File: src/hdl/bmar_pkg.sv
// Constants shared by the battery monitor and alarm reporting block.
// Assumes a 100 MHz system clock and that reset release marks control power-up.
package bmar_pkg;

  // Clock rate and documented power-up times
  localparam int unsigned CLK_HZ         = 100_000_000;
  localparam int unsigned HOLD_TIME_S    = 5;
  localparam int unsigned MONITOR_TIME_S = 4;
  localparam int unsigned HOLD_CYCLES    = HOLD_TIME_S * CLK_HZ;
  localparam int unsigned MONITOR_CYCLES = MONITOR_TIME_S * CLK_HZ;

  // Emergency message give-up time and panel character dwell
  localparam int unsigned EMCY_TIMEOUT_CYCLES = 1000;
  localparam int unsigned CHAR_DWELL_CYCLES   = 50_000_000;

  // Object indices and status word layout
  localparam logic [15:0] OBJ_ERROR_CODE  = 16'h603F;
  localparam logic [15:0] OBJ_STATUS_WORD = 16'h6041;
  localparam int unsigned STATUS_FAULT_BIT = 3;
  localparam logic [15:0] OBJ_RESET_VALUE = 16'h0000;

  // Battery alarm-select digit values
  localparam logic [3:0] BAT_SEL_ALARM = 4'h0;
  localparam logic [3:0] BAT_SEL_WARN  = 4'h1;

  // Alarm table: index order is also the reporting priority
  localparam int unsigned NUM_ALARMS  = 7;
  localparam int unsigned IDX_PRM_SUM = 0;
  localparam int unsigned IDX_PRM_FMT = 1;
  localparam int unsigned IDX_SYS_SUM = 2;
  localparam int unsigned IDX_SYS_24  = 3;
  localparam int unsigned IDX_SYS_25  = 4;
  localparam int unsigned IDX_MAIN    = 5;
  localparam int unsigned IDX_BATTERY = 6;
  localparam logic [NUM_ALARMS-1:0][11:0] ALARM_CODES = {
    12'h830, 12'h030, 12'h025, 12'h024, 12'h022, 12'h021, 12'h020};
  localparam logic [NUM_ALARMS-1:0] ALARM_RESETTABLE = 7'h20;
  localparam logic [NUM_ALARMS-1:0] ALARM_STOP_GROUP_ONE = 7'h3F;
  localparam logic [NUM_ALARMS-1:0] ALARM_CLEAR = 7'h00;

  // Panel character codes: 00..0F are hex digits
  localparam logic [4:0] CHR_A     = 5'h10;
  localparam logic [4:0] CHR_DOT   = 5'h11;
  localparam logic [4:0] CHR_BLANK = 5'h1F;
  localparam logic [2:0] SEQ_LAST  = 3'h5;

  // Power-up sequence states
  typedef enum logic [3:0] {
    ST_HOLD   = 4'b0001,
    ST_WINDOW = 4'b0010,
    ST_CONT   = 4'b0100,
    ST_DONE   = 4'b1000
  } bmar_state_t;

endpackage

File: src/hdl/bmar_panel_seq.sv
// Panel display sequencer: shows an alarm code one character at a time.
// Assumes the code is stable while active; a new code shows from the next clock at the current sequence position.
`timescale 1ns/1ps
`default_nettype none
module bmar_panel_seq #(
  parameter int unsigned DWELL = bmar_pkg::CHAR_DWELL_CYCLES
) (
  input  wire logic        clk,
  input  wire logic        sys_rst,
  input  wire logic        active,
  input  wire logic [11:0] code,
  output logic      [4:0]  panelChar
);

  logic [31:0] dwell_q;
  logic [2:0]  seq_q;
  logic [4:0]  char_q;
  logic [4:0]  char_d;
  wire         dwellEnd = (dwell_q == DWELL - 1);

  // Sequence A . d2 d1 d0 blank, then repeat
  always_comb begin
    unique case (seq_q)
      3'h0:    char_d = bmar_pkg::CHR_A;
      3'h1:    char_d = bmar_pkg::CHR_DOT;
      3'h2:    char_d = {1'b0, code[11:8]};
      3'h3:    char_d = {1'b0, code[7:4]};
      3'h4:    char_d = {1'b0, code[3:0]};
      default: char_d = bmar_pkg::CHR_BLANK;
    endcase
  end

  always_ff @(posedge clk or posedge sys_rst) begin
    if (sys_rst) begin
      dwell_q <= 32'h0;
      seq_q   <= 3'h0;
      char_q  <= bmar_pkg::CHR_BLANK;
    end else if (!active) begin
      dwell_q <= 32'h0;
      seq_q   <= 3'h0;
      char_q  <= bmar_pkg::CHR_BLANK;
    end else begin
      dwell_q <= dwellEnd ? 32'h0 : dwell_q + 32'h1;
      if (dwellEnd) begin
        seq_q <= (seq_q == bmar_pkg::SEQ_LAST) ? 3'h0 : seq_q + 3'h1;
      end
      char_q  <= char_d;
    end
  end

  assign panelChar = char_q;

endmodule
`default_nettype wire

File: src/hdl/bmar_alarm_unit.sv
// Battery monitor and alarm reporting unit.
// Assumes reset release is control power-up and reset assertion is power-down.
// Notes on behaviour
// - Battery low input raises alarm or warning.
// - Digit zero gives alarm; change needs restart.
// - Digit one gives warning instead of alarm.
// - Alarm mode: fault output, then windowed check.
// - Alarm mode ignores lows after window closes.
// - Warning mode: fault output, then continuous check.
// - Battery alarm clears only at power-down.
// - Status fault bit follows any active alarm.
// - Error-code object holds active alarm code.
// - Emergency message per new alarm, best-effort.
// - Panel shows alarm code character by character.
// - Dark panel while a non-blank character shows during alarm is system error.
// - Resettable alarm clears on a reset request once cause is gone.
// - Non-resettable alarms ignore reset requests.
// - Parameter data and format errors, non-resettable.
// - Internal program errors use system codes.
// - Main-circuit detection error is resettable.
`timescale 1ns/1ps
`default_nettype none
module bmar_alarm_unit #(
  parameter int unsigned HOLD_CYCLES    = bmar_pkg::HOLD_CYCLES,
  parameter int unsigned MONITOR_CYCLES = bmar_pkg::MONITOR_CYCLES,
  parameter int unsigned CHAR_DWELL     = bmar_pkg::CHAR_DWELL_CYCLES,
  parameter int unsigned EMCY_TIMEOUT   = bmar_pkg::EMCY_TIMEOUT_CYCLES
) (
  input  wire logic        clk,
  input  wire logic        sys_rst,
  input  wire logic        batteryLow,
  input  wire logic [3:0]  batteryAlarmSelectParam,
  input  wire logic        paramChecksumErr,
  input  wire logic        paramFormatErr,
  input  wire logic        systemChecksumErr,
  input  wire logic        programErrA,
  input  wire logic        programErrB,
  input  wire logic        mainCircuitErr,
  input  wire logic        panelLit,
  input  wire logic        alarmResetReq,
  input  wire logic        objReadReq,
  input  wire logic [15:0] objIndex,
  output logic             objReadAck,
  output logic             objReadErr,
  output logic      [15:0] objReadData,
  output logic             emcyValid,
  output logic      [15:0] emcyCode,
  input  wire logic        emcyReady,
  output logic             servoFaultOutput,
  output logic             batteryWarning,
  output logic             stopGroupOne,
  output logic      [4:0]  panelChar
);

  localparam int unsigned N = bmar_pkg::NUM_ALARMS;

  bmar_pkg::bmar_state_t state_q;
  bmar_pkg::bmar_state_t state_d;
  logic [31:0]  timer_q;
  logic         modeCaptured_q;
  logic         modeWarn_q;
  logic [N-1:0] alarm_q;
  logic [N-1:0] alarm_d;
  logic [N-1:0] cond;
  logic [15:0]  errorCode_q;
  logic [15:0]  statusWord_q;
  logic         newAlarm_q;
  logic         emcyValid_q;
  logic [15:0]  emcyCode_q;
  logic [31:0]  emcyTimer_q;
  logic         objAck_q;
  logic         objErr_q;
  logic [15:0]  objData_q;
  logic         servoFault_q;
  logic         batWarn_q;
  logic         stopGroup_q;
  logic         panelDark_q;
  logic [11:0]  activeCode;

  // Sequence decode
  wire stHold    = (state_q == bmar_pkg::ST_HOLD);
  wire stWindow  = (state_q == bmar_pkg::ST_WINDOW);
  wire stCont    = (state_q == bmar_pkg::ST_CONT);
  wire holdEnd   = stHold && (timer_q == HOLD_CYCLES - 1);
  wire windowEnd = stWindow && (timer_q == MONITOR_CYCLES - 1);
  wire anyAlarm  = |alarm_q;
  wire newSet    = |(alarm_d & ~alarm_q);
  wire emcyGiveUp = emcyValid_q && (emcyTimer_q == EMCY_TIMEOUT - 1);

  // Mode as seen during the first cycle after power-up
  wire modeWarnNow = modeCaptured_q ? modeWarn_q
                   : (batteryAlarmSelectParam == bmar_pkg::BAT_SEL_WARN);

  always_comb begin
    state_d = state_q;
    unique case (state_q)
      bmar_pkg::ST_HOLD: begin
        if (holdEnd) begin
          state_d = modeWarnNow ? bmar_pkg::ST_CONT : bmar_pkg::ST_WINDOW;
        end
      end
      bmar_pkg::ST_WINDOW: begin
        if (windowEnd) begin
          state_d = bmar_pkg::ST_DONE;
        end
      end
      bmar_pkg::ST_CONT: state_d = bmar_pkg::ST_CONT;
      bmar_pkg::ST_DONE: state_d = bmar_pkg::ST_DONE;
      default:           state_d = bmar_pkg::ST_HOLD;
    endcase
  end

  always_ff @(posedge clk or posedge sys_rst) begin
    if (sys_rst) begin
      state_q <= bmar_pkg::ST_HOLD;
      timer_q <= 32'h0;
    end else begin
      state_q <= state_d;
      timer_q <= (holdEnd || windowEnd || !(stHold || stWindow)) ? 32'h0 : timer_q + 32'h1;
    end
  end

  // The select digit is caught once after release, so edits wait for a restart
  always_ff @(posedge clk or posedge sys_rst) begin
    if (sys_rst) begin
      modeCaptured_q <= 1'b0;
      modeWarn_q     <= 1'b0;
    end else if (!modeCaptured_q) begin
      modeCaptured_q <= 1'b1;
      modeWarn_q     <= (batteryAlarmSelectParam == bmar_pkg::BAT_SEL_WARN);
    end
  end

  // Alarm causes; battery low is sampled only inside the window in alarm mode
  assign cond[bmar_pkg::IDX_PRM_SUM] = paramChecksumErr;
  assign cond[bmar_pkg::IDX_PRM_FMT] = paramFormatErr;
  assign cond[bmar_pkg::IDX_SYS_SUM] = systemChecksumErr;
  assign cond[bmar_pkg::IDX_SYS_24]  = programErrA || panelDark_q;
  assign cond[bmar_pkg::IDX_SYS_25]  = programErrB;
  assign cond[bmar_pkg::IDX_MAIN]    = mainCircuitErr;
  assign cond[bmar_pkg::IDX_BATTERY] = batteryLow && stWindow && !modeWarn_q;

  // Set wins over an alarm-reset in the same cycle
  genvar gi;
  generate
    for (gi = 0; gi < N; gi++) begin : g_alarm
      wire clearOk = bmar_pkg::ALARM_RESETTABLE[gi] && alarmResetReq && !cond[gi];
      assign alarm_d[gi] = cond[gi] || (alarm_q[gi] && !clearOk);
    end
  endgenerate

  always_ff @(posedge clk or posedge sys_rst) begin
    if (sys_rst) begin
      alarm_q <= bmar_pkg::ALARM_CLEAR;
    end else begin
      alarm_q <= alarm_d;
    end
  end

  // Lowest index reports first
  always_comb begin
    activeCode = 12'h000;
    for (int i = N - 1; i >= 0; i--) begin
      if (alarm_q[i]) begin
        activeCode = bmar_pkg::ALARM_CODES[i];
      end
    end
  end

  // A dark panel is only judged one cycle after a character was driven
  always_ff @(posedge clk or posedge sys_rst) begin
    if (sys_rst) begin
      panelDark_q <= 1'b0;
    end else begin
      panelDark_q <= anyAlarm && (panelChar != bmar_pkg::CHR_BLANK) && !panelLit;
    end
  end

  // Object values and discrete outputs
  always_ff @(posedge clk or posedge sys_rst) begin
    if (sys_rst) begin
      errorCode_q  <= bmar_pkg::OBJ_RESET_VALUE;
      statusWord_q <= bmar_pkg::OBJ_RESET_VALUE;
      servoFault_q <= 1'b1;
      batWarn_q    <= 1'b0;
      stopGroup_q  <= 1'b0;
    end else begin
      errorCode_q  <= {4'h0, activeCode};
      statusWord_q <= anyAlarm ? (16'h0001 << bmar_pkg::STATUS_FAULT_BIT) : 16'h0000;
      servoFault_q <= stHold || anyAlarm;
      batWarn_q    <= batteryLow && stCont && modeWarn_q;
      stopGroup_q  <= |(alarm_q & bmar_pkg::ALARM_STOP_GROUP_ONE);
    end
  end

  // Object read port: answer one cycle after the request
  wire idxErr  = (objIndex == bmar_pkg::OBJ_ERROR_CODE);
  wire idxStat = (objIndex == bmar_pkg::OBJ_STATUS_WORD);
  wire [15:0] objSel = idxErr ? errorCode_q : (idxStat ? statusWord_q : 16'h0000);

  always_ff @(posedge clk or posedge sys_rst) begin
    if (sys_rst) begin
      objAck_q  <= 1'b0;
      objErr_q  <= 1'b0;
      objData_q <= 16'h0000;
    end else begin
      objAck_q  <= objReadReq;
      objErr_q  <= objReadReq && !(idxErr || idxStat);
      objData_q <= objReadReq ? objSel : 16'h0000;
    end
  end

  // Emergency message; dropped after a timeout since delivery is not guaranteed
  always_ff @(posedge clk or posedge sys_rst) begin
    if (sys_rst) begin
      newAlarm_q  <= 1'b0;
      emcyValid_q <= 1'b0;
      emcyCode_q  <= 16'h0000;
      emcyTimer_q <= 32'h0;
    end else begin
      newAlarm_q <= newSet;
      if (newAlarm_q) begin
        emcyValid_q <= 1'b1;
        emcyCode_q  <= {4'h0, activeCode};
        emcyTimer_q <= 32'h0;
      end else if (emcyValid_q && (emcyReady || emcyGiveUp)) begin
        emcyValid_q <= 1'b0;
        emcyTimer_q <= 32'h0;
      end else if (emcyValid_q) begin
        emcyTimer_q <= emcyTimer_q + 32'h1;
      end
    end
  end

  bmar_panel_seq #(
    .DWELL (CHAR_DWELL)
  ) u_panel (
    .clk       (clk),
    .sys_rst   (sys_rst),
    .active    (anyAlarm),
    .code      (activeCode),
    .panelChar (panelChar)
  );

  assign objReadAck       = objAck_q;
  assign objReadErr       = objErr_q;
  assign objReadData      = objData_q;
  assign emcyValid        = emcyValid_q;
  assign emcyCode         = emcyCode_q;
  assign servoFaultOutput = servoFault_q;
  assign batteryWarning   = batWarn_q;
  assign stopGroupOne     = stopGroup_q;

  a_fault_bit_set: assert property (@(posedge clk) disable iff (sys_rst)
    anyAlarm |=> statusWord_q[bmar_pkg::STATUS_FAULT_BIT])
    else $error("fault bit not set during alarm");

  a_fault_bit_idle: assert property (@(posedge clk) disable iff (sys_rst)
    !anyAlarm |=> statusWord_q == 16'h0000)
    else $error("status word not clear without alarm");

  a_battery_window: assert property (@(posedge clk) disable iff (sys_rst)
    (stWindow && batteryLow && !modeWarn_q) |=> alarm_q[bmar_pkg::IDX_BATTERY] ##1
    alarm_q[bmar_pkg::IDX_BATTERY])
    else $error("battery alarm not raised in window");

  a_battery_sticky: assert property (@(posedge clk) disable iff (sys_rst)
    alarm_q[bmar_pkg::IDX_BATTERY] |=> alarm_q[bmar_pkg::IDX_BATTERY])
    else $error("battery alarm cleared without power-down");

  a_late_low_ignored: assert property (@(posedge clk) disable iff (sys_rst)
    (!stWindow && !alarm_q[bmar_pkg::IDX_BATTERY]) |=> !alarm_q[bmar_pkg::IDX_BATTERY])
    else $error("battery alarm raised outside window");

  a_warn_no_alarm: assert property (@(posedge clk) disable iff (sys_rst)
    modeWarn_q |-> !alarm_q[bmar_pkg::IDX_BATTERY])
    else $error("battery alarm raised in warning mode");

  a_warn_follows: assert property (@(posedge clk) disable iff (sys_rst)
    (stCont && batteryLow) |=> batteryWarning)
    else $error("battery warning missing in continuous check");

  a_hold_output: assert property (@(posedge clk) disable iff (sys_rst)
    stHold |=> servoFaultOutput)
    else $error("servo fault output low during power-up hold");

  a_nonreset_keeps: assert property (@(posedge clk) disable iff (sys_rst)
    (alarm_q[bmar_pkg::IDX_PRM_SUM] && alarmResetReq) |=> alarm_q[bmar_pkg::IDX_PRM_SUM])
    else $error("non-resettable alarm cleared by reset");

  a_reset_clears: assert property (@(posedge clk) disable iff (sys_rst)
    (alarm_q[bmar_pkg::IDX_MAIN] && alarmResetReq && !mainCircuitErr)
    |=> !alarm_q[bmar_pkg::IDX_MAIN])
    else $error("resettable alarm not cleared");

  a_error_code: assert property (@(posedge clk) disable iff (sys_rst)
    anyAlarm |=> errorCode_q == {4'h0, $past(activeCode)})
    else $error("error code object wrong");

  a_emcy_sent: assert property (@(posedge clk) disable iff (sys_rst)
    newSet |-> ##2 (emcyValid && emcyCode == {4'h0, $past(activeCode)}))
    else $error("emergency message not raised for new alarm");

  a_emcy_holds: assert property (@(posedge clk) disable iff (sys_rst)
    (emcyValid && !emcyReady && !emcyGiveUp) |=> emcyValid)
    else $error("emergency message withdrawn before acceptance");

  a_emcy_drop: assert property (@(posedge clk) disable iff (sys_rst)
    (emcyValid && emcyReady && !newAlarm_q) |=> !emcyValid)
    else $error("emergency message offered after acceptance");

  a_stop_group: assert property (@(posedge clk) disable iff (sys_rst)
    |(alarm_q & bmar_pkg::ALARM_STOP_GROUP_ONE) |=> stopGroupOne)
    else $error("stop group one output missing");

  a_format_set: assert property (@(posedge clk) disable iff (sys_rst)
    paramFormatErr |=> alarm_q[bmar_pkg::IDX_PRM_FMT])
    else $error("parameter format alarm not raised");

  a_main_set: assert property (@(posedge clk) disable iff (sys_rst)
    mainCircuitErr |=> alarm_q[bmar_pkg::IDX_MAIN])
    else $error("main circuit alarm not raised");

  a_dark_panel: assert property (@(posedge clk) disable iff (sys_rst)
    (anyAlarm && (panelChar != bmar_pkg::CHR_BLANK) && !panelLit)
    |-> ##2 alarm_q[bmar_pkg::IDX_SYS_24])
    else $error("dark panel not reported as system error");

  a_panel_idle: assert property (@(posedge clk) disable iff (sys_rst)
    !anyAlarm |=> (panelChar == bmar_pkg::CHR_BLANK))
    else $error("panel not blank without alarm");

  a_warn_quiet: assert property (@(posedge clk) disable iff (sys_rst)
    !stCont |=> !batteryWarning)
    else $error("battery warning outside continuous check");

  a_fault_on_alarm: assert property (@(posedge clk) disable iff (sys_rst)
    anyAlarm |=> servoFaultOutput)
    else $error("servo fault output low during alarm");

  a_read_ack: assert property (@(posedge clk) disable iff (sys_rst)
    objReadReq |=> objReadAck)
    else $error("object read not acknowledged");

  a_read_unmapped: assert property (@(posedge clk) disable iff (sys_rst)
    (objReadReq && (objIndex != bmar_pkg::OBJ_ERROR_CODE)
      && (objIndex != bmar_pkg::OBJ_STATUS_WORD)) |=> (objReadErr && objReadData == 16'h0000))
    else $error("unmapped object read not refused");

  a_top_priority: assert property (@(posedge clk) disable iff (sys_rst)
    alarm_q[bmar_pkg::IDX_PRM_SUM]
    |=> errorCode_q == {4'h0, bmar_pkg::ALARM_CODES[bmar_pkg::IDX_PRM_SUM]})
    else $error("highest priority alarm code not reported");

endmodule
`default_nettype wire

File: config.mk
export PLATFORM = sky130hd
export DESIGN_NAME = bmar_alarm_unit
export DESIGN_NICKNAME = d
export VERILOG_FILES = /design/src/hdl/bmar_pkg.sv /design/src/hdl/bmar_panel_seq.sv /design/src/hdl/bmar_alarm_unit.sv
export SDC_FILE = /design/constraint.sdc
export NUM_CORES = 1
export LEC_CHECK = 0
export BUFFER_PORTS_ARGS = -buffer_cell sky130_fd_sc_hd__buf_4
export CAP_MARGIN = 0
export CORE_MARGIN = 2
export CORE_UTILIZATION = 40
export DETAILED_ROUTE_END_ITERATION = 16
export PLACE_DENSITY = 0.67
export SLEW_MARGIN = 20
export SYNTH_ARGS = -nofsm -noshare
export SYNTH_HDL_FRONTEND = slang
export SYNTH_SLANG_ARGS = --single-unit
File: constraint.sdc
create_clock -name clk -period 10 [get_ports clk]
set_clock_uncertainty 0.1 [all_clocks]
set_input_delay 1 -clock clk [delete_from_list [all_inputs] [get_ports clk]]
set_output_delay 1 -clock clk [all_outputs]
set_load 0.02 [all_outputs]
* Yosys cells after proc, flatten, opt, wreduce, memory -nomap -nowiden
Cells that the tools add are included.
** Cells by class
- $add $sub $neg :: 4
- Equality and inequality tests :: 20
- Multiplexer cells :: 29
- Bitwise logic cells :: 2
- Reduce and logical (&&, ||, !) cells :: 40
** Operators by type and width (count)
- $mux W32 :: 6
- $mux W12 :: 9
- $add A32 B1 Y32 const B :: 3
- $eq A32 B29 Y1 const B :: 2
- $eq A16 B15 Y1 const B :: 2
- $eq A32 B10 Y1 const B :: 1
- $eq A32 B26 Y1 const B :: 1
- $pmux W5 S5 :: 1
- $mux W4 :: 4
- $pmux W4 S4 :: 1
- $logic_or A1 B1 Y1 :: 14
- $reduce_or A7 Y1 :: 2
- $logic_and A1 B1 Y1 :: 13
- $mux W3 :: 4
- $eq A4 B1 Y1 const B :: 2
- $and A7 B7 Y7 :: 1
- $not A7 Y7 :: 1
- $eq A3 B2 Y1 const B :: 2
- $eq A3 B3 Y1 const B :: 2
- $logic_not A1 Y1 :: 6
- $ne A2 B1 Y1 const B :: 3
- $reduce_or A6 Y1 :: 1
- $mux W5 :: 1
- $ne A5 B5 Y1 const B :: 1
- 10 further kinds :: 12
** Word-level totals
- Register bits after elaboration :: 165
- Input bits :: 33
- Output and inout bits :: 43
- Logic and storage cells :: 116

* Depth between registers and ports, before layout
Gate-level depths: netlist (run 1).
- Word-level depth :: 9
- Gate-level depth with buffers :: 8
- Depth with buffers taken out :: 6

* Cells and area by module
Synthesis (run 1) repeated with hierarchy kept, for this count alone.
** Second synthesis, totals
- Cells, all modules :: 761
- Area, all modules :: 7333.3 um^2
** Modules (own cells, without submodules)
- bmar_alarm_unit :: instances 1, cells an instance 537, area an instance 5215.0 um^2, seq. area each 2630.0 um^2
- bmar_panel_seq :: instances 1, cells an instance 224, area an instance 2118.3 um^2, seq. area each 1007.2 um^2

* Least setup slack after synthesis (run 1)
Ideal clock, no wire load.
- Path kind :: reg2reg
- From :: register timer_q[0]
- To :: register state_q[2]
- Arrival :: 2151 ps
- Slack :: 7663 ps
- Stages on the path, launching flop included :: 8
- Buffers on the path :: 1
- Path through :: dfrtp_1 ha_1 and4_1 buf_4 nand4_2 or4_4 or4b_4 a211oi_2
** On the way
- Word-level cells in the longest chain between the ends :: 4
- Elaborated cells between the ends (all ways) :: 7
- Those cells by class :: eq/ne: 4; reduce/logical: 3
** Ends and longest elaborated chain
- start, declared :: line bmar_alarm_unit.sv:59 : logic [31:0] timer_q;
- start signal, assigned :: line bmar_alarm_unit.sv:119 : timer_q <= (holdEnd || windowEnd || !(stHold || stWindow)) ? 32'h0 : timer_q + 32'h1;
- $eq A32 B29 Y1, on equally long branches :: line bmar_alarm_unit.sv:85, bmar_alarm_unit.sv:84
- $logic_and A1 B1 Y1, on equally long branches :: line bmar_alarm_unit.sv:85, bmar_alarm_unit.sv:84
- $ne A2 B1 Y1 (no source line)
- $reduce_and A2 Y1 (no source line) (*)
- end signal, assigned :: line bmar_alarm_unit.sv:115 : state_q <= bmar_pkg::ST_HOLD;
- end signal, assigned :: line bmar_alarm_unit.sv:118 : state_q <= state_d;
- end, declared :: line bmar_alarm_unit.sv:57 : bmar_pkg::bmar_state_t state_q;
Every way passes the cells marked *; elsewhere a longest branch is shown, timed or not.
A chain may end at the register's enable or synchronous reset.

* Final worst setup path (run 1)
- From :: register emcyTimer_q[20]
- To :: register emcyTimer_q[30]
** On the way
- Word-level cells in the longest chain between the ends :: 6
- Elaborated cells between the ends (all ways) :: 9
- Those cells by class :: add/sub: 1; eq/ne: 1; mux: 3; reduce/logical: 4
** Ends and longest elaborated chain
- start, declared :: line bmar_alarm_unit.sv:70 : logic [31:0] emcyTimer_q;
- start signal, assigned :: line bmar_alarm_unit.sv:230 : emcyTimer_q <= emcyTimer_q + 32'h1;
- branches (longest 6 deep; another with $add A32 B1 Y32)
Parallel ways; which one is timed is not known. The select of a mux whose other input is x is not followed.

==> flow_results.org, run 1 <==
** Timing
- The number of failing hold endpoints at the final stage came to 0.
- Min Tclk post-route :: 2.86 ns
- Period utilisation layout :: 0.286
- Setup repair after global routing left no endpoint under its margin.
- Headroom to the max-slew limit came out at 0.365.
- Max Clock Freq :: 350 MHz
- Final setup vio count :: 0
- After routing, the total negative slack on setup checks comes to 0 ns.
- The count of pins over their slew limit came to 0.
- At the pin with the least slew margin, the transition time is 0.950 ns.

** Synth
- After technology mapping, the gate count stands at 754.
- Total of flip-flops plus latches after synthesis :: 145
- By count the netlist is led by sky130_fd_sc_hd__dfrtp_1, sky130_fd_sc_hd__nor2_1, sky130_fd_sc_hd__nand2_1.
- Of all cell types, the one taking the most synthesized area is sky130_fd_sc_hd__dfrtp_1.
- Count of distinct cell types in the synthesized netlist :: 57
- The most used flip-flop cell after synthesis is sky130_fd_sc_hd__dfrtp_1.
- Sequential-to-total area share from yosys stat :: 0.499
- Sorting the synthesized cells by area gives the leading types as sky130_fd_sc_hd__dfrtp_1, sky130_fd_sc_hd__nor2_1, sky130_fd_sc_hd__xor2_1.
- Asr flop ratio synth :: 1.00
- The Yosys step of the flow raised 0 warnings.
- In this run the cell area of the synthesized design comes to 0.00729 mm2.
- By instance count, the leading cell after synthesis is sky130_fd_sc_hd__dfrtp_1.
- Share of the synthesized area in the top cell type :: 0.474
- Synth Area per Inst :: 9.66 um2
- Post-synth EDFFs :: 0

** Setup path
- On the critical path the largest part of the delay comes from simple AND/OR/NAND/NOR gates.
- The critical path contains buffers and inverters numbering 0 combined.
- The worst setup path is launched from a register.
- Among all stages on the critical path, the largest delay is contributed by sky130_fd_sc_hd__nor4_1.
- Critical Path Fanout Max :: 18
- Data arrives at the worst endpoint at 3.06 ns.
- In this run the register-to-register setup slack is 7.14 ns.
- The setup path with the least slack is of type register to register.
- Worst reg2reg startpoint :: emcyTimer_q[20]$_DFFE_PP0P_
- Start point of the critical path :: emcyTimer_q[20]$_DFFE_PP0P_
- Critical path cell sequence :: or4_1, nor4_1, a21o_1, nor4_1, a221o_1
- Delay of the slowest cell on the worst path :: 0.62 ns
- Data on the critical path is required at its endpoint by 10.20 ns.
- Crit path capture type :: register
- The most numerous cell type found on the critical path is sky130_fd_sc_hd__nor4_1.

** Placement
- Global placer's final weighted congestion :: 0.792
- Sum of net half-perimeters after detailed placement :: 10100 um
- I/O Buffers :: 56

** Power and ir drop
- Sum of internal, switching and leakage power :: 0.00130 W
- The share of total power dissipated in the clock network is 0.504.
- Total leakage power :: 3.76 nW
- Sw Share :: 0.218
- The worst-case IR drop observed on VDD is 0.0965 mV.
- Of the total power, registers draw 0.457.
- Sw Pwr :: 0.000284 W
- Combinational share of power :: 0.039
- Dividing total power by cell area gives a power density of 155 mW/mm2.
- Internal power comes to 0.00102 W.

** Job
- MaxCap Viol Count :: 0

** Clock network
- Counting every sink on the clock net gives 145.
- Post-CTS repair changed the size of 0 cells.
- The clock passes through at most 2 buffers.
- In this run the post-CTS setup repair buffer count came out at 0.
- Clock-pin slew was measured on the worst setup and hold paths at 0.06 ns.
- At the later pin of the worst-skew pair, clock insertion delay measures 0.42 ns.
- TritonCTS Buffers :: 17
- In this run the number of H-tree levels came out at 4.
- Clock tree synthesis selected as its root buffer the cell sky130_fd_sc_hd__clkbuf_16.
- After clock tree synthesis, the flow added hold-fix buffers numbering 0.
- TritonCTS built the clock tree.

** Detailed routing
- Routed wire length per instance :: 14.9 um
- DRT Pass-1 Iters :: 5
- Via/cell ratio :: 5.37
- Vias :: 5588
- Wirelength, routed :: 15500 um
- Number of nets with antenna violations after routing :: 0
- Number of design rule violations left after detail routing :: 0
- 1st-iter DRT viols :: 414

** Min path
- Worst Hold Class :: register to register
- Launch point of the worst hold path :: errorCode_q[0]$_DFF_PP0_

** Die
- Die height :: 139 um
- I/O pins :: 76
- Number of core rows :: 49
- Area of the die :: 0.0193 mm2
- The floorplan step defined a core boundary enclosing 0.0179 mm2.
- From left edge to right edge, the die measures 139 um.
- Initial cell density of the core :: 0.407

** Global route
- All-layer global routing usage :: 0.165
- Vias in the first global route :: 5323
- Entering global routing, the biggest net connects 93 pins.
- Wire length of the first global-routing pass :: 26400 um
- The number of antenna violations at the first check in global routing was 0.
- Overflow left after global routing :: 0

** Cells and area
- The number of antenna diodes in the final layout is 0.
- From synthesis to final layout, the design area changed by 15.8%.
- Fill cells in the final layout number 1693.
- Of the cells placed in the final design, the portion with a size suffix greater than 1 is 0.158.
- Number of nets at the end of the flow :: 838

** Status
- Outcome :: complete, no violations
worst paths after layout:
path,endpoint,cells past startpoint
min in group asynchronous,timer_q[2]$_DFF_PP0_,2
worst min-delay path,objReadData[0]$_DFF_PP0_,1
worst max-delay path,emcyTimer_q[30]$_DFFE_PP0P_,5
max in group asynchronous,emcyTimer_q[22]$_DFFE_PP0P_,3
worst max register to register,emcyTimer_q[30]$_DFFE_PP0P_,5
worst min register to register,objReadData[0]$_DFF_PP0_,1
flip-flops by register name, indices dropped and copies added, names as in the netlist, 3 cells and up:
| signal | count |
|---|---|
| emcyCode | 6 |
| errorCode_q | 6 |
| timer_q | 32 |
| state_q | 4 |
| objReadData | 7 |
| u_panel.panelChar | 5 |
| u_panel.dwell_q | 32 |
| emcyTimer_q | 32 |
| alarm_q | 7 |
| u_panel.seq_q | 3 |
power groups by stage:
stage,logic (W),registers [W],clock network [W]
finish,0.0000514,0.000596,0.000657
global route,0.0000576,0.000597,0.000697
CTS,0.0000526,0.000596,0.000670
detailed placement,0.0000522,0.000606,0
global placement,0.0000513,0.000606,0
floorplan,0.0000370,0.000606,0
layout by cell type (no fill, tap or decap), types with 18 or more instances in the layout:
master	count
sky130_fd_sc_hd__a31oi_1	28
sky130_fd_sc_hd__nand2_1	65
sky130_fd_sc_hd__nor4_1	18
sky130_fd_sc_hd__inv_1	19
sky130_fd_sc_hd__and2_1	19
sky130_fd_sc_hd__a21oi_1	22
sky130_fd_sc_hd__nor2_1	87
sky130_fd_sc_hd__dfrtp_1	138
sky130_fd_sc_hd__nand3_1	39
sky130_fd_sc_hd__conb_1	20
sky130_fd_sc_hd__xnor2_1	23
sky130_fd_sc_hd__buf_4	62
sky130_fd_sc_hd__nand4_1	32
sky130_fd_sc_hd__xor2_1	35
per-layer routing:
| layer | part of all wire | vias to the layer above | track usage |
|---|---|---|---|
| met5 | 0 | - | 0 |
| met1 | 0.49 | 2709 | 0.229 |
| met2 | 0.46 | 120 | 0.261 |
| met4 | 0.011 | 0 | 0.0452 |
| li1 | - | 2745 | - |
| met3 | 0.040 | 14 | 0.0390 |
stage by stage:
stage           util  worst slack [ns]  instance area (um2)  hold WS, ns  std cells
2_1_floorplan      -              5.02                 7350        0.328        772
3_3_place_gp   0.438              7.08                 7840        0.333       1011
3_5_place_dp   0.438              7.12                 7840        0.341       1011
4_1_cts        0.471              7.12                 8440        0.354       1041
5_1_grt        0.471              7.04                 8440        0.371       1041
6_report       0.471              7.14                 8440        0.349       1041
cell type report:
type / instances / area [um2] / share of cell area
flip-flops and latches: 145 / 3640 / 0.431
multi-input cells: 555 / 3370 / 0.399
repair buffers: 62 / 465 / 0.0552
clock buffers: 20 / 437 / 0.0517
well taps: 229 / 287 / 0.0340
clock inverters: 10 / 163 / 0.0193
inverters: 20 / 80.1 / 0.00949
cell families (layout without fill, tap and decap cells):
family,after synthesis,in the layout,share of synthesized area
flip-flops,145,145,0.499
buffers and inverters,72,112,0.0489
other,2,20,0.00103
AND/OR/NAND/NOR,370,370,0.279
AO/OA/AOI/OAI,94,94,0.0822
multiplexers,9,9,0.0134
XOR/XNOR,58,58,0.0697
adder cells (fa/ha/maj),4,4,0.00687
(Power assumes the default switching activity.)
==> run 2: changes to the inputs <==
Settings changed: ABC_AREA set to 1, PLACE_DENSITY 0.67 to 0.69.
Clock period 10 ns to 2.3 ns, I/O delays scaled along.
==> flow_results.org, run 2 <==
** Cells and area
- In the final layout, flip-flops and latches occupy 0.00364 mm2.
- In the final design database the tool counted 1213 nets.
- The largest registers in the layout are emcyTimer_q: 32 flops, timer_q: 32 flops, u_panel.dwell_q: 32 flops.
- 0 antenna diodes ended up in the layout.
- Of the cells placed in the final design, the portion with a size suffix greater than 1 is 0.106.
- Post-route cell area :: 0.00949 mm2
- The library cell used most frequently in the layout, excluding fill and tap cells, is sky130_fd_sc_hd__nand2_1.
- Leaving out fill and tap cells, the most frequent cells in the layout are sky130_fd_sc_hd__nand2_1, sky130_fd_sc_hd__nor2_1, sky130_fd_sc_hd__dfrtp_1.
- Layout overhead on the synthesized area :: 17.8%
- In the final layout, the multi-input gates occupy 0.00374 mm2.
- Layout filler cell count :: 1950

** Synth
- In this run, synthesis inferred 0 flip-flops with an integrated enable.
- Ranked by total cell area, the synthesized netlist is headed by sky130_fd_sc_hd__dfrtp_1, sky130_fd_sc_hd__nand2_1, sky130_fd_sc_hd__nor2_1.
- Gate count of the mapped netlist :: 1094
- The share of the Yosys chip area taken by registers is 0.451.
- The share of synthesized area in the top cell type comes to 0.429.
- Among all cell types in the netlist, the one instantiated most often is sky130_fd_sc_hd__nand2_1.
- Area of the mapped netlist :: 0.00806 mm2
- In the synthesized netlist the dominant register cell turns out to be sky130_fd_sc_hd__dfrtp_1.
- After synthesis the netlist holds a flip-flop and latch count of 145.
- In the synthesized netlist, the cells that appear most often are sky130_fd_sc_hd__nand2_1, sky130_fd_sc_hd__nor2_1, sky130_fd_sc_hd__dfrtp_1.
- After synthesis, the share of flip-flops with an asynchronous set or reset is 1.00.
- Synth Area per Inst :: 7.37 um2
- Counting distinct cell types in the post-synthesis netlist gives 42.
- Count of warnings emitted by yosys :: 0
- Area leader, netlist :: sky130_fd_sc_hd__dfrtp_1

** Placement
- Post-DP Area :: 0.00876 mm2
- At the placement stage, the worst setup path has a slack of 0.250 ns.
- I/O Buffers :: 56
- At the end of routability-driven placement, the weighted congestion stood at 0.920.
- Sum of net half-perimeters after detailed placement :: 13400 um

** Setup path
- Critical path cell sequence :: ha_1, nand2_2, nor2_4, nand2_2, nor3_2, nand2_1, nand2_4, buf_4, a21oi_1
- The worst setup path is launched from a register.
- Delay of the slowest cell on the worst path :: 0.39 ns
- Worst path required time :: 2.50 ns
- Crit path capture type :: register
- Slowest cell on crit path :: sky130_fd_sc_hd__dfrtp_1
- Counting stages on the worst path, the most repeated cell is sky130_fd_sc_hd__nand2_2.
- Class of the most critical setup path :: register to register
- For the worst setup path, the data arrival time is 2.30 ns.
- Critical Path Fanout Max :: 28
- Start point of the critical path :: timer_q[0]$_DFF_PP0_
- In this run the critical register-to-register path is launched from timer_q[0]$_DFF_PP0_.

** Clock network
- Clock tree from TritonCTS :: yes
- The cell sitting at the root of the clock tree is a sky130_fd_sc_hd__clkbuf_16.
- CTS built an H-tree with a depth of 4.
- The clock passes through at most 2 buffers.
- TritonCTS Sinks :: 145
- The later pin in the worst-skew pair is clocked with a latency of 0.42 ns.
- Buffers inserted during clock tree synthesis total 17.
- Clk slew on worst S/H paths :: 0.07 ns
- The number of gates resized after CTS was 0.

** Power and ir drop
- The share of total power dissipated in the clock network is 0.501.
- Sw Share :: 0.229
- VDD sags by at most 0.510 mV.
- Dividing total power by cell area gives a power density of 598 mW/mm2.
- Sequential share of power :: 0.455
- Combinational share of power :: 0.044
- Sw Pwr :: 0.00130 W
- Internal power of the cells :: 0.00438 W
- For this design the static power due to leakage is 4.20 nW.

** Timing
- Worst slew margin relative to its limit :: 0.635
- Setup violations remaining at the end of the flow were counted as 0.
- Counting I/O delays and the setup requirement, the final critical path takes 2.10 ns.
- Total Negative Setup Slacks :: 0 ns
- For the pin with the worst max-slew slack, the measured transition is 0.542 ns.
- Period utilisation layout :: 0.912
- Derived from the worst setup path, the maximum achievable clock frequency is 477 MHz.
- Unrepaired setup endpoints after global routing :: false
- Total count of hold-check failures in the final report :: 0
- Final Max Slew Viols :: 0
- Across all setup checks in the final design, the least slack found is 0.202 ns.

** Min path
- Launch point of the worst hold path :: objIndex[7]
- Worst Hold Class :: input pin to register

** Detailed routing
- Number of nets with antenna violations after routing :: 0
- Vias :: 7035
- DRT Pass-1 Iters :: 5
- Via/cell ratio :: 4.84
- Routed wire length per instance :: 12.5 um
- Wirelength, routed :: 18200 um
- 1st-iter DRT viols :: 469
- In the routed design, unresolved DRC markers number 0.

** Global route
- The number of antenna violations at the first check in global routing came to 0.
- Entering global routing, the biggest net connects 58 pins.
- Overflow left after global routing :: 0
- Wire length of the first global-routing pass :: 31500 um
- All-layer global routing usage :: 0.178
- Vias in the first global route :: 6709

** Die
- Die height :: 146 um
- Number of core rows :: 51
- Core region area :: 0.0196 mm2
- Overall die width :: 146 um
- The initial utilization of the core area, before any placement, comes to 0.411.
- I/O pins :: 76
- Area of the die :: 0.0213 mm2

** Status
- Outcome :: complete, no violations

** Job
- Max-cap violations in this run came to 0.
-- run 2: through the flow --
stage | hold WS [ns] | util | total power, W | instances
floorplan | 0.161 | - | 0.00278 | 1112
global placement | 0.204 | 0.447 | 0.00286 | 1409
detailed placement | 0.205 | 0.447 | 0.00287 | 1409
CTS | 0.0327 | 0.485 | 0.00576 | 1453
global route | 0.0720 | 0.485 | 0.00589 | 1453
finish | 0.0565 | 0.485 | 0.00568 | 1453
-- run 2: critical path, delay by kind of cell (launching register included) --
| family | cells | cell delay [ns] |
|---|---|---|
| buf+inv | 1 | 0.23 |
| fa+ha+maj | 1 | 0.25 |
| simple gates | 6 | 0.95 |
| flops | 1 | 0.39 |
| compound gates | 1 | 0.07 |
-- run 2: timing repair --
item | 4_1_cts | 5_1_grt
endpoints found under the hold margin | 31 | 0
hold buffers | 13 | 0
buffers inserted | 0 | 0
setup endpoints to repair | 0 | 0
-- run 2: kinds of logic after synthesis --
kind of cell             after synthesis  synth area share
AND/OR/NAND/NOR                      630             0.330
buffers and inverters                169            0.0922
flip-flops                           145             0.451
AO/OA/AOI/OAI                         91            0.0616
XOR/XNOR                              53            0.0576
adder cells (fa/ha/maj)                4           0.00621
other                                  2          0.000932
-- run 2: cell type report --
type	count	share of cell area
Tap cell	265	0.0349
Clock buffer	17	0.0448
Multi-Input combinational cell	798	0.394
Sequential cell	145	0.383
Timing Repair Buffer	79	0.0699
Clock inverter	14	0.0190
Inverter	135	0.0538
-- run 2: power by group through the flow --
| stage | combinational (W) | clock (W) | sequential, W |
|---|---|---|---|
| 2_1_floorplan | 0.000149 | 0 | 0.00263 |
| 3_3_place_gp | 0.000234 | 0 | 0.00263 |
| 3_5_place_dp | 0.000237 | 0 | 0.00263 |
| 4_1_cts | 0.000254 | 0.00292 | 0.00258 |
| 5_1_grt | 0.000281 | 0.00303 | 0.00258 |
| 6_report | 0.000249 | 0.00285 | 0.00258 |
-- run 2: routing by layer --
metal,track usage,wire length (um)
met2,0.288,8620
met3,0.0382,846
met5,0,0
met1,0.241,8550
met4,0.0534,219
-- run 2: path summary, 6_finish.rpt --
path                            slack (ns)                              to  depth (start not counted)
worst max-delay path                  0.20           timer_q[23]$_DFF_PP0_                          9
worst min-delay path                  0.06        objReadData[3]$_DFF_PP0_                          6
worst max register to register        0.20           timer_q[23]$_DFF_PP0_                          9
worst min register to register        0.36    u_panel.dwell_q[0]$_DFF_PP0_                          1
max in group asynchronous             1.05  u_panel.panelChar[3]$_DFF_PP1_                          4
min in group asynchronous             0.32           timer_q[25]$_DFF_PP0_                          3
==> run 3: changes to the inputs <==
Settings changed: CORE_MARGIN 2 to unset.
Clock period 2.3 ns to 1.91 ns, I/O delays scaled along.
==> flow_results.org, run 3 (synthesized netlist as in run 2, its figures left out) <==
** Power and ir drop
- Sw Share :: 0.257
- The design draws 0.00667 W.
- In this run the power density over the cells is 689 mW/mm2.
- Sequential share of power :: 0.466
- VDD sags by at most 0.558 mV.
- Sw Pwr :: 0.00171 W
- Of the total power, combinational logic draws 0.047.
- Share of total power in the clock network :: 0.487
- Total leakage power :: 4.29 nW
- Cell internal power was estimated by the tool at 0.00496 W.

** Global route
- Antenna violations before repair :: 0
- In the global route stage, overall resource usage came out at 0.194.
- Overflow left after global routing :: 0
- The first global-routing pass estimated 31700 um of wire.
- The via count of the first global-routing pass came to 6789.
- Entering global routing, the biggest net connects 59 pins.

** Timing
- Unrepaired setup endpoints after global routing :: false
- The count of pins over their slew limit came to 0.
- Total count of hold-check failures in the final report :: 0
- The smallest clock period supported by the final layout is computed as 1.76 ns.
- Final setup vio count :: 0
- Of the available clock period, the critical path in the final layout requires 0.923.
- Transition time at the pin with the least slew margin :: 0.548 ns
- For this run, the top clock speed supported by timing is 567 MHz.
- Worst slew margin relative to its limit :: 0.632

** Detailed routing
- Number of nets with antenna violations after routing :: 0
- Number of design rule violations left after detail routing :: 0
- Vias :: 7159
- For this run, the detailed router's first-pass iteration total came to 5.
- 1st-iter DRT viols :: 492
- In the routed layout, each cell is associated on average with a via count of 4.87.
- Summed over all layers, the routed wires come to 18700 um.
- Dividing the detail-routed wire length by the instance count gives 12.7 um.

** Min path
- Launch point of the worst hold path :: objIndex[7]
- Worst Hold Class :: input pin to register
- Endpoint with the worst hold slack :: objReadData[3]$_DFF_PP0_
- Number of stages on the worst hold path :: 6

** Clock network
- CTS placed an instance of sky130_fd_sc_hd__clkbuf_16 at the clock tree root.
- Clock tree synthesis found a total of 145 sinks.
- Clock tree from TritonCTS :: yes
- TritonCTS Buffers :: 17
- At the later pin of the worst-skew pair, clock insertion delay measures 0.42 ns.
- The H-tree was split into 4 levels.
- Clk slew on worst S/H paths :: 0.07 ns
- Largest buffer count on any clock path :: 2

** Die
- Core region area :: 0.0196 mm2
- The die is 144 um wide.
- The die covers 0.0207 mm2.
- In this run the count of I/O pins placed on the die edge is 76.
- Number of core rows :: 51
- Measured along the y axis, the die boundary spans 144 um.
- Initial cell density of the core :: 0.411

** Setup path
- Crit path capture type :: register
- The critical path contains buffers and inverters numbering 0 combined.
- Delay of the slowest cell on the worst path :: 0.41 ns
- The slowest stage of the critical path is the sky130_fd_sc_hd__dfrtp_1 cell.
- The worst setup path is launched from a register.
- Critical path cell sequence :: ha_2, nand3_2, nor2_2, nand3_2, nor2_4, nand3_1, nand3_1, o21ai_0
- The endpoint identified for the worst register-to-register timing path is emcyTimer_q[26]$_DFFE_PP0P_.
- Data arrival, critical path :: 1.96 ns
- Cell type group with the largest total delay on the critical path :: simple AND/OR/NAND/NOR gates
- In this run the register-to-register setup slack is 0.15 ns.
- The worst register-to-register path begins at emcyTimer_q[0]$_DFFE_PP0P_.
- In this run the worst path has a maximum fanout of 6.
- Class of the most critical setup path :: register to register
- Worst path required time :: 2.11 ns
- Cells on worst reg2reg path :: 8

** Cells and area
- Total area of sequential cells :: 0.00364 mm2
- Number of nets at the end of the flow :: 1230
- Layout overhead on the synthesized area :: 20.1%
- Multi-input combinational cell area :: 0.00378 mm2
- Share of layout cells above drive strength 1 :: 0.126
- Layout filler cell count :: 1901
- Antenna cells :: 0
- The library cell used most frequently in the layout, excluding fill and tap cells, is sky130_fd_sc_hd__nand2_1.
- Core Util, Final :: 0.494
- Most frequent cells in the layout :: sky130_fd_sc_hd__nand2_1, sky130_fd_sc_hd__nor2_1, sky130_fd_sc_hd__dfrtp_1
- In the final layout, the registers with the most flip-flops are emcyTimer_q: 32 flops, timer_q: 32 flops, u_panel.dwell_q: 32 flops.

** Status
- The run finished with clean final reports.

** Job
- MaxCap Viol Count :: 0

** Placement
- Global placer's final weighted congestion :: 0.961
- Sum of net half-perimeters after detailed placement :: 13900 um
- I/O Buffers :: 56
## run 3: cell count changes in the layout (fill, tap and decap cells not counted), moves of 3 or more
| cell | change |
|---|---|
| sky130_fd_sc_hd__nor2_2 | +5 |
| sky130_fd_sc_hd__buf_4 | +13 |
| sky130_fd_sc_hd__buf_12 | +3 |
| sky130_fd_sc_hd__nor2_1 | -5 |
| sky130_fd_sc_hd__bufinv_16 | -3 |
| sky130_fd_sc_hd__clkinv_8 | +4 |
## run 3: layout make-up
class,count,area share
Multi-Input combinational cell,798,0.390
Sequential cell,145,0.376
Timing Repair Buffer,96,0.0858
Inverter,135,0.0527
Clock buffer,17,0.0439
Clock inverter,15,0.0173
Tap cell,265,0.0343
## run 3: per-layer routing
metal	track usage	wire [um]	vias to the layer above
met5	0	0	-
met4	0.0610	229	0
met3	0.0363	831	19
met2	0.317	8780	195
met1	0.259	8880	3320
li1	-	-	3625
## run 3: repair_timing
item | 4_1_cts | 5_1_grt
hold buffers | 14 | 0
endpoints found under the setup margin | 0 | 36
gates resized for setup | 0 | 10
setup buffers | 0 | 2
hold endpoints to repair | 31 | 0
## run 3: power by group through the flow
stage / Combinational, W / Sequential [W] / Clock (W)
finish: 0.000315 / 0.00311 / 0.00325
CTS: 0.000314 / 0.00311 / 0.00332
global placement: 0.000287 / 0.00316 / 0
detailed placement: 0.000291 / 0.00317 / 0
global route: 0.000354 / 0.00311 / 0.00346
floorplan: 0.000180 / 0.00317 / 0
## run 3: per-stage QoR
step | cells | hold slack (ns) | area [um2] | worst slack (ns) | setup TNS, ns
after CTS | 1469 | 0.00135 | 9630 | 0.0468 | 0
after detailed placement | 1423 | 0.166 | 8900 | 0.0596 | 0
final | 1471 | 0.0157 | 9680 | 0.147 | 0
after floorplan | 1112 | 0.122 | 8130 | -0.194 | -26.82
after global placement | 1423 | 0.157 | 8900 | 0.150 | 0
after global routing | 1471 | 0.0546 | 9680 | 0.0126 | 0
## run 3: worst max path at each step
stage	startpoint	to	depth (start not counted)
5_1_grt	timer_q[1]$_DFF_PP0_	timer_q[1]$_DFF_PP0_	9
3_5_place_dp	emcyTimer_q[0]$_DFFE_PP0P_	emcyTimer_q[26]$_DFFE_PP0P_	8
2_1_floorplan	sys_rst	alarm_q[0]$_DFF_PP0_	1
3_3_place_gp	emcyTimer_q[0]$_DFFE_PP0P_	emcyTimer_q[26]$_DFFE_PP0P_	8
6_report	emcyTimer_q[0]$_DFFE_PP0P_	emcyTimer_q[26]$_DFFE_PP0P_	8
4_1_cts	emcyTimer_q[0]$_DFFE_PP0P_	emcyTimer_q[26]$_DFFE_PP0P_	8
## run 3: worst reg2reg max path, stage by stage, from the launching register on
cell and delay, ns:
sky130_fd_sc_hd__dfrtp_1 0.41, sky130_fd_sc_hd__ha_2 0.25, sky130_fd_sc_hd__nand3_2 0.12, sky130_fd_sc_hd__nor2_2 0.15, sky130_fd_sc_hd__nand3_2 0.13, sky130_fd_sc_hd__nor2_4 0.23
sky130_fd_sc_hd__nand3_1 0.10, sky130_fd_sc_hd__nand3_1 0.09, sky130_fd_sc_hd__o21ai_0 0.07
